**config.mk**
```make
export PLATFORM = sky130hd
export DESIGN_NAME = mih_top
export DESIGN_NICKNAME = d
export VERILOG_FILES = /design/src/hw/mih_pkg.sv /design/src/hw/mih_top.sv
export SDC_FILE = /design/constraint.sdc
export NUM_CORES = 1
export LEC_CHECK = 0
export ABC_AREA = 0
export BUFFER_PORTS_ARGS = -buffer_cell sky130_fd_sc_hd__buf_2
export CELL_PAD_IN_SITES_DETAIL_PLACEMENT = 1
export CELL_PAD_IN_SITES_GLOBAL_PLACEMENT = 1
export CORE_MARGIN = 2
export CORE_UTILIZATION = 27
export CTS_CLUSTER_SIZE = 30
export DETAILED_ROUTE_END_ITERATION = 10
export HOLD_SLACK_MARGIN = 0.06
export PLACE_DENSITY = 0.87
export REMOVE_ABC_BUFFERS = 1
export SLEW_MARGIN = 5
export SYNTH_ARGS = -nofsm -noshare
export SYNTH_HDL_FRONTEND = slang
export SYNTH_SLANG_ARGS = --single-unit
```
**constraint.sdc**
```tcl
create_clock -name CLK_SYS -period 2.1 [get_ports CLK_SYS]
set_input_delay 0.42 -clock CLK_SYS [delete_from_list [all_inputs] [get_ports CLK_SYS]]
set_output_delay 0.42 -clock CLK_SYS [all_outputs]
set_load 0.005 [all_outputs]
```
**src/hw/mih_pkg.sv**
```systemverilog
// Constants, types and state layout of the interrupt handler
// How it works
// Fourteen sources, each low or high priority
// Valid event sets pending flag regardless of enable
// Enabled pending flag vectors after current instruction
// Return-from-irq resumes interrupted program flow
// Disabled source keeps flag but is ignored
// Global enable gates every individual enable
// Global clear lags one cycle for next instruction
// Software follows global clear with two-byte opcode
// Hardware clears some flags; software clears rest
// Flag left after return re-enters after one instruction
// Software write of one acts as event
// Ext input edge/level and polarity selectable
// Ext inputs sample selected pins, read only
// Ext pending flags are timer control bits 1,3
// Edge-mode ext flag cleared on vectoring
// Level-mode ext flag follows the input level
// Level source holds until recognised, then releases
// High preempts low; high never preempted
// Same level served in fixed slot order
// Sampled every clock; four-cycle forced call
// Ext pins synchronised, polarity then edge compare
package mih_pkg;
  // *************************************************
  // Slots, masks and vectors
  // *************************************************
  localparam int NSLOT = 15; // Slot 8 is reserved
  localparam logic [14:0] SLOT_USED = 15'h7EFF;
  localparam logic [14:0] HW_CLR_MASK = 15'h000A; // Timer 0/1
  localparam logic [14:0] PERIPH_MASK = 15'h7EFA; // All used slots but ext
  localparam logic [3:0] SLOT_EXT0 = 4'h0;
  localparam logic [3:0] SLOT_EXT1 = 4'h2;
  localparam logic [3:0] SLOT_T0 = 4'h1;
  localparam logic [3:0] SLOT_T1 = 4'h3;
  localparam logic [15:0] VEC_FIRST = 16'h0003;
  localparam int VEC_SHIFT = 3; // Vectors eight bytes apart
  // *************************************************
  // Field positions
  // *************************************************
  localparam int TC_EXT0 = 1;
  localparam int TC_EXT1 = 3;
  localparam int TC_T0 = 5;
  localparam int TC_T1 = 7;
  localparam int CFG_SEL0_LSB = 0;
  localparam int CFG_POL0_BIT = 3;
  localparam int CFG_SEL1_LSB = 4;
  localparam int CFG_POL1_BIT = 7;
  // *************************************************
  // Timing
  // *************************************************
  localparam logic [2:0] CALL_CYCLES = 3'h4; // Forced long call
  localparam logic [2:0] CNT_ZERO = 3'h0;
  localparam logic [2:0] CNT_ONE = 3'h1;
  // *************************************************
  // State
  // *************************************************
  typedef enum logic [0:0] {ST_RUN, ST_CALL} mih_state_e;
  typedef struct packed {
    mih_state_e st;
    logic [2:0] cnt;
    logic [14:0] pend;
    logic ea;
    logic [1:0] sync1;
    logic [1:0] sync2;
    logic [1:0] act_prev;
    logic in_low;
    logic in_high;
    logic take;
    logic [15:0] vec_addr;
    logic [3:0] vec_id;
  } mih_state_s;
  // Edge history starts as if both inputs were active: the zero that the
  // synchroniser holds after reset would otherwise look like a fresh edge
  // on an active-low input and set its flag with no pin activity at all
  localparam mih_state_s MIH_RESET = '{st: ST_RUN, act_prev: 2'h3, default: '0};
endpackage

```
**src/hw/mih_top.sv**
```systemverilog
// Interrupt handler: pending flags, ext inputs, arbitration, vectoring
module mih_top
  import mih_pkg::*;
(
  // Clock and reset
  input wire logic CLK_SYS,
  input wire logic RSTN,
  // Peripheral flag sources, one-cycle pulses
  input wire logic [14:0] SRC_EVENT,
  // Software flag writes, one-cycle pulses
  input wire logic [14:0] SW_SET,
  input wire logic [14:0] SW_CLR,
  // Enables and priorities
  input wire logic GLOBAL_IRQ_ENABLE,
  input wire logic [14:0] SRC_ENABLE,
  input wire logic [14:0] SRC_PRIORITY,
  // External inputs
  input wire logic [7:0] PORT_PINS,
  input wire logic [7:0] EXT_IRQ_CONFIG,
  input wire logic EXT0_EDGE_SELECT,
  input wire logic EXT1_EDGE_SELECT,
  // Instruction sequencer
  input wire logic INSN_DONE,
  input wire logic RETURN_FROM_IRQ_DONE,
  output logic IRQ_REQUEST,
  output logic VECTOR_TAKE,
  output logic LONG_CALL_ACTIVE,
  output logic [15:0] VECTOR_ADDR,
  output logic [3:0] VECTOR_ID,
  output logic IN_HIGH_ISR,
  // Flag view
  output logic [14:0] PENDING,
  output logic EXT0_PENDING,
  output logic EXT1_PENDING,
  output logic [7:0] TIMER_CONTROL_IRQ
);

  mih_state_s cur_q; // Registered state
  mih_state_s nxt_d; // Next state
  logic ext0_polarity; // One means active high
  logic ext1_polarity;
  logic [2:0] ext0_sel; // Pin choice for ext input 0
  logic [2:0] ext1_sel;
  logic [1:0] act; // Inputs as active-high levels
  logic [1:0] edge_ev; // Active edges seen this cycle
  logic [14:0] events; // Everything that sets a flag, bar level-mode ext inputs
  logic [14:0] hw_clr; // Flags cleared on vectoring
  logic [14:0] clr; // All clears
  logic [14:0] en; // Effective enables
  logic [14:0] elig_hi; // High-level candidates
  logic [14:0] elig_lo; // Low-level candidates
  logic [3:0] sel; // Winning slot
  logic sel_high; // Winner is high level
  logic req; // Some candidate exists
  logic take; // Vector this cycle

  // Lowest-numbered set bit wins
  function automatic logic [3:0] first_one(input logic [14:0] v);
    logic [3:0] r;
    r = '0;
    for (int i = NSLOT - 1; i >= 0; i--)
    begin
      if (v[i])
      begin
        r = 4'(i);
      end
    end
    return r;
  endfunction

  // *************************************************
  // External input conditioning
  // *************************************************
  assign ext0_polarity = EXT_IRQ_CONFIG[CFG_POL0_BIT];
  assign ext1_polarity = EXT_IRQ_CONFIG[CFG_POL1_BIT];
  assign ext0_sel = EXT_IRQ_CONFIG[CFG_SEL0_LSB +: 3];
  assign ext1_sel = EXT_IRQ_CONFIG[CFG_SEL1_LSB +: 3];

  // Polarity folds first, so edge compare sees active-high
  always_comb
  begin
    act[0] = ext0_polarity ? cur_q.sync2[0] : ~cur_q.sync2[0];
    act[1] = ext1_polarity ? cur_q.sync2[1] : ~cur_q.sync2[1];
    edge_ev = act & ~cur_q.act_prev;
  end

  // *************************************************
  // Arbitration
  // *************************************************
  // Enables lag global enable one cycle, as the core does
  assign en = SRC_ENABLE & {NSLOT{cur_q.ea}} & SLOT_USED;

  always_comb
  begin
    // High level only blocked by a running high routine
    elig_hi = cur_q.in_high ? '0 : (cur_q.pend & en & SRC_PRIORITY);
    // Low level waits for any running routine
    elig_lo = (cur_q.in_high || cur_q.in_low) ? '0 : (cur_q.pend & en & ~SRC_PRIORITY);
    sel_high = |elig_hi;
    sel = sel_high ? first_one(elig_hi) : first_one(elig_lo);
    req = sel_high || (|elig_lo);
    // The done of a return never vectors: one more insn runs
    take = INSN_DONE && !RETURN_FROM_IRQ_DONE && req && (cur_q.st == ST_RUN);
  end

  // *************************************************
  // Next state
  // *************************************************
  always_comb
  begin
    nxt_d = cur_q;
    nxt_d.take = take;
    nxt_d.ea = GLOBAL_IRQ_ENABLE;
    // Pin sampling only reads the pad; no drive back
    nxt_d.sync1 = {PORT_PINS[ext1_sel], PORT_PINS[ext0_sel]};
    nxt_d.sync2 = cur_q.sync1;
    nxt_d.act_prev = act;
    // Events, software sets included, beat every clear
    events = SRC_EVENT | SW_SET;
    events[SLOT_EXT0] = SRC_EVENT[SLOT_EXT0] | SW_SET[SLOT_EXT0]
      | (EXT0_EDGE_SELECT & edge_ev[0]);
    events[SLOT_EXT1] = SRC_EVENT[SLOT_EXT1] | SW_SET[SLOT_EXT1]
      | (EXT1_EDGE_SELECT & edge_ev[1]);
    // Only timers and edge-mode ext flags self-clear
    hw_clr = HW_CLR_MASK;
    hw_clr[SLOT_EXT0] = EXT0_EDGE_SELECT;
    hw_clr[SLOT_EXT1] = EXT1_EDGE_SELECT;
    hw_clr = take ? (hw_clr & (15'h0001 << sel)) : '0;
    clr = SW_CLR | hw_clr;
    nxt_d.pend = ((cur_q.pend & ~clr) | events) & SLOT_USED;
    // Level mode: flag mirrors the input, nothing latches
    if (!EXT0_EDGE_SELECT)
    begin
      nxt_d.pend[SLOT_EXT0] = act[0];
    end
    if (!EXT1_EDGE_SELECT)
    begin
      nxt_d.pend[SLOT_EXT1] = act[1];
    end
    // Return pops the innermost level
    if (RETURN_FROM_IRQ_DONE)
    begin
      if (cur_q.in_high)
      begin
        nxt_d.in_high = 1'b0;
      end
      else
      begin
        nxt_d.in_low = 1'b0;
      end
    end
    case (cur_q.st)
      ST_RUN:
      begin
        // Start the forced call and mark the level busy
        if (take)
        begin
          nxt_d.st = ST_CALL;
          nxt_d.cnt = CALL_CYCLES - CNT_ONE;
          nxt_d.vec_id = sel;
          nxt_d.vec_addr = VEC_FIRST + (16'(sel) << VEC_SHIFT);
          if (sel_high)
          begin
            nxt_d.in_high = 1'b1;
          end
          else
          begin
            nxt_d.in_low = 1'b1;
          end
        end
      end
      ST_CALL:
      begin
        // Count down the call cycles
        if (cur_q.cnt == CNT_ZERO)
        begin
          nxt_d.st = ST_RUN;
        end
        else
        begin
          nxt_d.cnt = cur_q.cnt - CNT_ONE;
        end
      end
      default:
      begin
        nxt_d.st = ST_RUN;
      end
    endcase
  end

  // Single register for all state
  always_ff @(posedge CLK_SYS)
  begin
    if (!RSTN)
    begin
      cur_q <= MIH_RESET;
    end
    else
    begin
      cur_q <= nxt_d;
    end
  end

  // *************************************************
  // Outputs
  // *************************************************
  assign IRQ_REQUEST = req;
  assign VECTOR_TAKE = cur_q.take;
  assign LONG_CALL_ACTIVE = (cur_q.st == ST_CALL);
  assign VECTOR_ADDR = cur_q.vec_addr;
  assign VECTOR_ID = cur_q.vec_id;
  assign IN_HIGH_ISR = cur_q.in_high;
  assign PENDING = cur_q.pend;
  assign EXT0_PENDING = cur_q.pend[SLOT_EXT0];
  assign EXT1_PENDING = cur_q.pend[SLOT_EXT1];

  // Timer control view: ext flags at bits 1 and 3
  always_comb
  begin
    TIMER_CONTROL_IRQ = '0;
    TIMER_CONTROL_IRQ[TC_EXT0] = cur_q.pend[SLOT_EXT0];
    TIMER_CONTROL_IRQ[TC_EXT1] = cur_q.pend[SLOT_EXT1];
    TIMER_CONTROL_IRQ[TC_T0] = cur_q.pend[SLOT_T0];
    TIMER_CONTROL_IRQ[TC_T1] = cur_q.pend[SLOT_T1];
  end
endmodule

```
* Word level (Yosys, flattened, before mapping)
Cells that the tools add are included.
Widths: inputs -> output; s select.
** Storage, ports and cells
- Register bits :: 49
- Input port bits :: 98
- Output and inout bits :: 49
- Word-level logic and storage cells :: 105
** Cells by class
- Add/sub/neg operators :: 2
- Order comparisons :: 2
- Equality and inequality tests :: 2
- Shift operators :: 1
- Muxes and demuxes :: 52
- Bitwise operators :: 22
- Reduce and logical (&&, ||, !) cells :: 11
** Operators with widths (count)
- $mux 4 :: 32
- $and 15x15->15 :: 5
- $mux 15 :: 3
- $or 15x15->15 :: 3
- $not 15->15 :: 2
- $reduce_or 15->1 :: 2
- $and 4x15->15 :: 1
- $shl 1x4->15 const A :: 1
- $mux 1 :: 10
- $add 2x7->8 const A :: 1
- $lt 3x4->1 const B :: 2
- $pmux 4 s2 :: 1
- $bmux 1 s3 :: 2
- $mux 2 :: 3
- $ne 2x2->1 const B :: 2
- $or 1x1->1 :: 4
- $reduce_and 2->1 :: 2
- $logic_and 1x1->1 :: 3
- $logic_not 3->1 :: 1
- $mux 3 :: 1
- $not 1->1 :: 3
- $sub 3x1->3 const B :: 1
- $and 1x1->1 :: 2
- $and 2x2->2 :: 1
- 3 further kinds :: 4

* Depth between registers and ports, before layout
Gate-level depths: netlist of run 1.
- Depth after elaboration :: 28
- Gate-level depth with buffers :: 10
- Gate-level depth less buffers :: 7

* Worst setup path after synthesis of run 1
OpenSTA, ideal clock, no wires.
- Kind :: in2out
- From :: in SRC_PRIORITY[10]
- To :: out IRQ_REQUEST
- Arrival :: 1.663 ns
- Required time :: 1.680 ns
- Setup slack :: 0.017 ns
- Stages on the path :: 5
- Buffers on the path :: 0
- Path through :: and3_1 o31ai_1 nor3b_2 nand3_1 or2_2
** On the way
- Longest elaborated chain between the ends :: 5
- Elaborated cells between the ends (all ways) :: 8
- Classes of those cells :: mux: 2; bitwise: 3; reduce/logical: 3
** Ends and longest elaborated chain
- start: declaration :: RTL line mih_top.sv:16 : input wire logic [14:0] SRC_PRIORITY,
- $not 15->15 :: RTL line mih_top.sv:98 : elig_lo = (cur_q.in_high || cur_q.in_low) ? '0 : (cur_q.pend & en & ~SRC_PRIORITY);
- $and 15x15->15 :: RTL line mih_top.sv:98
- $mux 15 :: RTL line mih_top.sv:98
- $reduce_or 15->1 :: RTL line mih_top.sv:101 : req = sel_high || (|elig_lo);
- $logic_or 1x1->1 (*) :: RTL line mih_top.sv:101
- end: declaration :: RTL line mih_top.sv:25 : output logic IRQ_REQUEST,
Mark *: on every way between the ends. The rest lies on a longest branch, timed or not.

* Worst setup path in the final report of run 1
- From :: reg cur_q[29] (netlist bit)
- To :: out IRQ_REQUEST
** On the way
- Longest elaborated chain between the ends :: 6
- Elaborated cells between the ends (all ways) :: 9
- Classes of those cells :: mux: 2; bitwise: 4; reduce/logical: 3
** Ends and longest elaborated chain
- start: declaration :: RTL line mih_top.sv:38 : mih_state_s cur_q;
- start signal: assignment :: RTL line mih_top.sv:200 : cur_q <= nxt_d;
- $and 15x15->15 (*) :: RTL line mih_top.sv:91 : assign en = SRC_ENABLE & {NSLOT{cur_q.ea}} & SLOT_USED;
- $and 15x15->15 (*) :: RTL line mih_top.sv:96, mih_top.sv:98
- $and 15x15->15, on equally long branches :: RTL line mih_top.sv:96, mih_top.sv:98
- $mux 15, on equally long branches :: RTL line mih_top.sv:96, mih_top.sv:98
- $reduce_or 15->1, on equally long branches :: RTL line mih_top.sv:99, mih_top.sv:101
- $logic_or 1x1->1 (*) :: RTL line mih_top.sv:101
Marked as above.

==> reports/results.ini, run 1 <==
[status]
outcome=finished with violations
violations=setup timing

[min_path]
hp-class=primary input to flop
min_path_cells=2
min_to=IN_HIGH_ISR
hold_path_startpoint=RETURN_FROM_IRQ_DONE

[sta]
finalClockSkew_ps=18.5
worst_slack_ps=-196
finalCriticalPeriod_ps=2300
finalSetupViolations=11
timing.hold.ws_ps=303
clock.fmax_mhz=436
rsz0062_at_grt=true
hold_violations=0
period_share_pct=109
slew_viol_final=0

[setup_path]
crit_type=flop to output port
cpLargestDelayFamily=simple AND/OR/NAND/NOR gates
critPathLaunch=cur_q[29]
crit_buf_inv=3
reg2reg_to=PENDING[1]
cpMaxStageDelayCell=dfxtp_2
critPathMaxFanout=7
path_cells=buf_6 > buf_6 > nor3b_4 > a2bb2oi_2 > and2_4 > nand3_2 > or2_4 > buf_6
required_ps=1680
end_kind=output port
max_stage_delay_ps=320
rr_worst_depth=9
crit_path_frequent_cell=buf_6
r2r_start=cur_q[29]
cp.arrival_ps=1880
rrSetupSlack_ps=-160
worstSetupStartpointType=flop

[global_routing]
antenna_found_initial=0
first_global_vias=2958
track_usage_pct=17.5
grt_pass1_wl_mm=13.8
gr-total-overflow=0
grt_max_degree=15

[power_and_ir_drop]
powerDensity_nw_per_um2=480
pwr-share-seq_pct=38.5
switchingPower_uw=583
ir_worst_vdd_mv=0.260
p_leak_nw=1.87
combPwrFrac_pct=33.9
p_sw_share_pct=32.2
p_int_mw=1.23
pwr-share-clk_pct=27.6

[synth]
synth_seq_area_share_pct=26.9
async_reset_ff_share_pct=0
synth_area_per_cell_um2=8.03
synth_cell_type_count=56
synth-main-ff-cell=dfxtp_1
synth_fa_ha_area_share_pct=1.02
synthXorXnorAreaFrac_pct=1.07
synth_edf_count=0
synth_top_family_by_area=simple AND/OR/NAND/NOR gates
ys_seq_elements=33
yosys.area_share.simple_pct=31.5
syn_area_um2=2460
synth.area.mux_share_pct=5.70
synthCells=306
synth_compound_area_share_pct=16.6
yosys_warnings=0

[routing]
viasPerCell=4.86
drt-pass1-iter-count=4
drt-total-wl_mm=8.98
wl_per_cell_um=15.4
ant_nets=0
drcViolationCount=0
vias=2831
drt-initial-drc-count=46

[cts]
clk_pin_slew_ps=70
cts.sinks=33
hold_buffers=0
numCtsBuffers=5
clock_latency_ps=310
cts_tree=done
clock_path_buffers=2
cts_root_buf=clkbuf_8
h-tree-depth=2

[place]
dp_cells=561
portBuffers=126
place_area_um2=3350
dpl.hpwl_mm=7.16
finalWeightedCongestion=0.844

[die]
placementRows=34
chipHeight_um=99.4
die_x_um=99.4
die_area_um2=9890
fp.coreArea_um2=8760
initial_core_util_pct=28.1
io_pins=147

[flow_run]
maxCapViolCount=0

[cells_and_area]
postLayoutCellArea_um2=3770
multi_input_area_um2=1630
syn_to_final_growth_pct=53.4
diodes=0
nFillCells=1099
layout_commonest_cell=buf_2
drive_above_1_share_pct=53.4
mostFrequentLayoutCells=buf_2, buf_4, dfxtp_1
nNetsFinal=573
regArea_um2=667
final_cell_count_no_fill=582

## synth_stat cells (4+ instances only)
library cell | n | area [µm²]
a21oi_1 | 29 | 145
a31oi_1 | 6 | 37.5
and2_1 | 5 | 31.3
and3_1 | 6 | 37.5
buf_4 | 45 | 338
dfxtp_1 | 33 | 661
inv_1 | 15 | 56.3
mux2i_1 | 5 | 50.1
mux4_2 | 4 | 90.1
nand2_1 | 11 | 41.3
nand2b_1 | 15 | 93.8
nand3_1 | 12 | 60.1
nand3b_1 | 6 | 45.0
nor2_1 | 30 | 113
nor2b_1 | 4 | 25.0
nor3_1 | 6 | 30.0
o21ai_0 | 6 | 30.0
or3b_1 | 4 | 35.0
## what timing repair did
item	CTS	global route
pin swaps	16	11
setup buffers	7	6
setup endpoints to repair	15	12
gates resized for setup	38	12
## sequential cells by signal (all words and copies together), names as in the netlist
name and flops:
VECTOR_ADDR 1, cur_q 11, PENDING 14, VECTOR_TAKE 1
VECTOR_ID 4, LONG_CALL_ACTIVE 1, IN_HIGH_ISR 1
## worst register-to-register path: cells and delay by family, from the launching register on
kind / cells / cell delay, ps
flip-flops: 1 / 330
AO/OA/AOI/OAI: 4 / 730
AND/OR/NAND/NOR: 3 / 840
buffers and inverters: 2 / 290
## through the flow
stage / utilization, % / setup TNS, ps / power, mW / setup WS, ps
final: 43.0 / -1110 / 1.81 / -196
after global routing: 43.0 / -3030 / 1.93 / -309
after CTS: 41.9 / -982 / 1.81 / -218
after detailed placement: 38.2 / -3870 / 1.23 / -402
after global placement: 38.2 / -2410 / 1.21 / -330
after floorplan: - / -588 / 0.933 / -116
## power by group through the flow
stage	clock network (mW)	registers [mW]	logic, mW
4_1_cts	0.522	0.698	0.590
3_5_place_dp	0	0.711	0.522
5_1_grt	0.549	0.704	0.672
3_3_place_gp	0	0.708	0.498
6_report	0.499	0.698	0.614
2_1_floorplan	0	0.719	0.214
## cell type report
type                       instances  area share (%)
tap                              108            3.58
timing repair buffer             197            31.7
sequential                        33            17.7
clock inverter                     3           0.464
multi-input combinational        221            43.2
inverter                          15            1.49
clock buffer                       5            1.82
## kinds of logic after synthesis
group,Yosys count
AOI/OAI and AO/OA,64
xor gates and xnor gates,3
adders and majority gates,2
buffers and inverters,66
DFF,33
muxes,9
other,1
and+or+nand+nor,128
## routing by layer
metal	global-route usage [%]	share of wire, %	vias to the layer above
met5	0	0	-
met4	6.22	2.1	0
met3	3.02	4.9	16
met2	32.6	53	96
met1	19.9	40	1348
li1	-	-	1371
## worst max-delay path by stage
stage	cells past startpoint	endpoint	slack [ps]
3_5_place_dp	9	PENDING[1]	-400
6_report	8	IRQ_REQUEST	-200
4_1_cts	8	IRQ_REQUEST	-220
5_1_grt	8	PENDING[3]	-310
2_1_floorplan	7	VECTOR_ID[1]	-120
3_3_place_gp	9	PENDING[1]	-330
(Power assumes the default switching activity.)
==> inputs of run 2 (changes only) <==
--- a/config.mk
+++ b/config.mk
@@ -20,3 +20,4 @@
 export SYNTH_ARGS = -nofsm -noshare
 export SYNTH_HDL_FRONTEND = slang
 export SYNTH_SLANG_ARGS = --single-unit
+export TNS_END_PERCENT = 30
==> reports/results.ini, run 2 (synthesis gave the netlist of run 1 again) <==
[sta]
finalCriticalPeriod_ps=2390  ; was 2300 ps
slew_viol_final=0  ; unchanged
finalClockSkew_ps=19.3  ; was 18.5 ps
hold_violations=0  ; unchanged
worst_slack_ps=-294  ; was -196 ps
period_share_pct=114  ; was 109%
final.setup.tns_ps=-1750  ; was -1110 ps
finalSetupViolations=12  ; was 11
clock.fmax_mhz=418  ; was 436 MHz
rsz0062_at_grt=true  ; unchanged

[setup_path]
r2r_start=IN_HIGH_ISR  ; was cur_q[29]
cpLargestDelayFamily=simple AND/OR/NAND/NOR gates  ; unchanged
reg2reg_to=PENDING[3]  ; was PENDING[1]
worstSetupStartpointType=flop  ; unchanged
max_stage_delay_ps=390  ; was 320 ps
cp.arrival_ps=1970  ; was 1880 ps
cpMaxStageDelayCell=nor4b_4  ; was dfxtp_2
rrSetupSlack_ps=-190  ; was -160 ps
end_kind=output port  ; unchanged
rr_worst_depth=9  ; unchanged
required_ps=1680  ; about the same
crit_type=flop to output port  ; unchanged
crit_path_frequent_cell=buf_6  ; unchanged
crit_buf_inv=3  ; unchanged
path_cells=buf_6 > nor4_1 > buf_4 > nor4b_4 > nand3_2 > or2_4 > buf_6  ; was buf_6 > buf_6 > nor3b_4 > a2bb2oi_2 > and2_4 > nand3_2 > or2_4 > buf_6
critPathMaxFanout=7  ; unchanged

[cts]
clock_path_buffers=2  ; unchanged
hold_buffers=0  ; unchanged
cts_root_buf=clkbuf_8  ; unchanged
cts_tree=done  ; unchanged
clock_latency_ps=310  ; about the same
h-tree-depth=2  ; unchanged
clk_pin_slew_ps=90  ; was 70 ps
numCtsBuffers=5  ; unchanged
cts.sinks=33  ; unchanged

[routing]
met3_length_um=445  ; was 443 µm
ant_nets=0  ; unchanged
drt-total-wl_mm=9.36  ; was 8.98 mm
vias=2862  ; was 2,831
wl_met2_mm=5.02  ; was 4.78 mm
drt-pass1-iter-count=4  ; unchanged
drt-met1-wl_mm=3.77  ; was 3.57 mm
top_layer_used=met4  ; unchanged
viasPerCell=4.93  ; was 4.86
wl_per_cell_um=16.1  ; was 15.4 µm
drcViolationCount=0  ; unchanged
drt-initial-drc-count=83  ; was 46

[die]
die_area_um2=9890  ; unchanged
initial_core_util_pct=28.1  ; unchanged
fp.coreArea_um2=8760  ; unchanged
die_x_um=99.4  ; unchanged
io_pins=147  ; unchanged
placementRows=34  ; unchanged
chipHeight_um=99.4  ; unchanged

[min_path]
min_path_cells=2  ; unchanged
hold_path_startpoint=RETURN_FROM_IRQ_DONE  ; unchanged
min_to=IN_HIGH_ISR  ; unchanged
hp-class=primary input to flop  ; unchanged

[status]
violations=setup timing  ; unchanged
outcome=finished with violations  ; unchanged

[global_routing]
grt_max_degree=15  ; unchanged
first_global_vias=2935  ; was 2,958
antenna_found_initial=0  ; unchanged
grt_pass1_wl_mm=13.7  ; was 13.8 mm
track_usage_pct=17.4  ; was 17.5%
gr-total-overflow=0  ; unchanged

[place]
finalWeightedCongestion=0.844  ; unchanged
portBuffers=126  ; unchanged
dpl.hpwl_mm=7.16  ; unchanged

[cells_and_area]
syn_to_final_growth_pct=54.8  ; was 53.4%
largest_register_ffs=14  ; unchanged
mostFrequentLayoutCells=buf_2, buf_4, dfxtp_1  ; unchanged
layout_commonest_cell=buf_2  ; unchanged
diodes=0  ; unchanged
nNetsFinal=571  ; was 573
drive_above_1_share_pct=53.6  ; was 53.4%

[power_and_ir_drop]
powerDensity_nw_per_um2=482  ; was 480 nW/µm²
ir_worst_vdd_mv=0.262  ; was 0.260 mV
p_leak_nw=1.87  ; about the same
power_mw=1.83  ; was 1.81 mW

[flow_run]
maxCapViolCount=0  ; unchanged

-- run 2: cell count changes in the layout (fill, tap and decap cells not counted), sizes merged --
| cell | previous run | this run |
|---|---|---|
| buf | 197 | 195 |
-- run 2: area by class of cell --
cell class / count / area (µm²)
fillers: 1093 / 4960
repair buffers: 195 / 1190
well taps: 108 / 135
clock inverters: 3 / 17.5
flip-flops and latches: 33 / 666
multi-input cells: 221 / 1670
inverters: 15 / 56.3
clock buffers: 5 / 68.8
-- run 2: worst max-delay path by stage --
| stage | start | to | slack [ps] | cells past startpoint |
|---|---|---|---|---|
| after floorplan | IN_HIGH_ISR | VECTOR_ID[1] | -120 | 7 |
| after global routing | IN_HIGH_ISR | IRQ_REQUEST | -370 | 7 |
| final | cur_q[22] | IRQ_REQUEST | -290 | 7 |
| after CTS | cur_q[29] | IRQ_REQUEST | -220 | 8 |
| after detailed placement | SRC_PRIORITY[9] | PENDING[1] | -400 | 9 |
| after global placement | IN_HIGH_ISR | PENDING[1] | -330 | 9 |
-- run 2: per-stage QoR --
| step | instances | setup slack, ps | area [µm²] | hold slack, ps | utilization, % |
|---|---|---|---|---|---|
| 6_report | 580 | -294 | 3800 | 300 | 43.4 |
| 5_1_grt | 580 | -365 | 3800 | 292 | 43.4 |
| 4_1_cts | 574 | -218 | 3640 | 294 | 41.6 |
| 3_5_place_dp | 561 | -402 | 3350 | 420 | 38.2 |
| 3_3_place_gp | 561 | -330 | 3350 | 417 | 38.2 |
| 2_1_floorplan | 269 | -116 | 2150 | 412 | - |
-- run 2: layer usage --
| layer | GRT usage (%) | vias up |
|---|---|---|
| met1 | 20.0 | 1386 |
| li1 | - | 1368 |
| met2 | 32.4 | 97 |
| met4 | 5.58 | 0 |
| met3 | 3.09 | 11 |
| met5 | 0 | - |
-- run 2: repair_timing --
item | CTS | global route
endpoints found under the setup margin | 15 | 12
resized for setup | 35 | 23
setup buffers | 5 | 6
pin swaps | 13 | 13
-- run 2: where the power goes --
group / internal, mW / leakage (nW) / switching, mW / total, mW
logic: 0.334 / 1.55 / 0.296 / 0.630
registers: 0.669 / 0.275 / 0.0302 / 0.699
clock network: 0.229 / 0.0439 / 0.275 / 0.504
total: 1.23 / 1.87 / 0.601 / 1.83
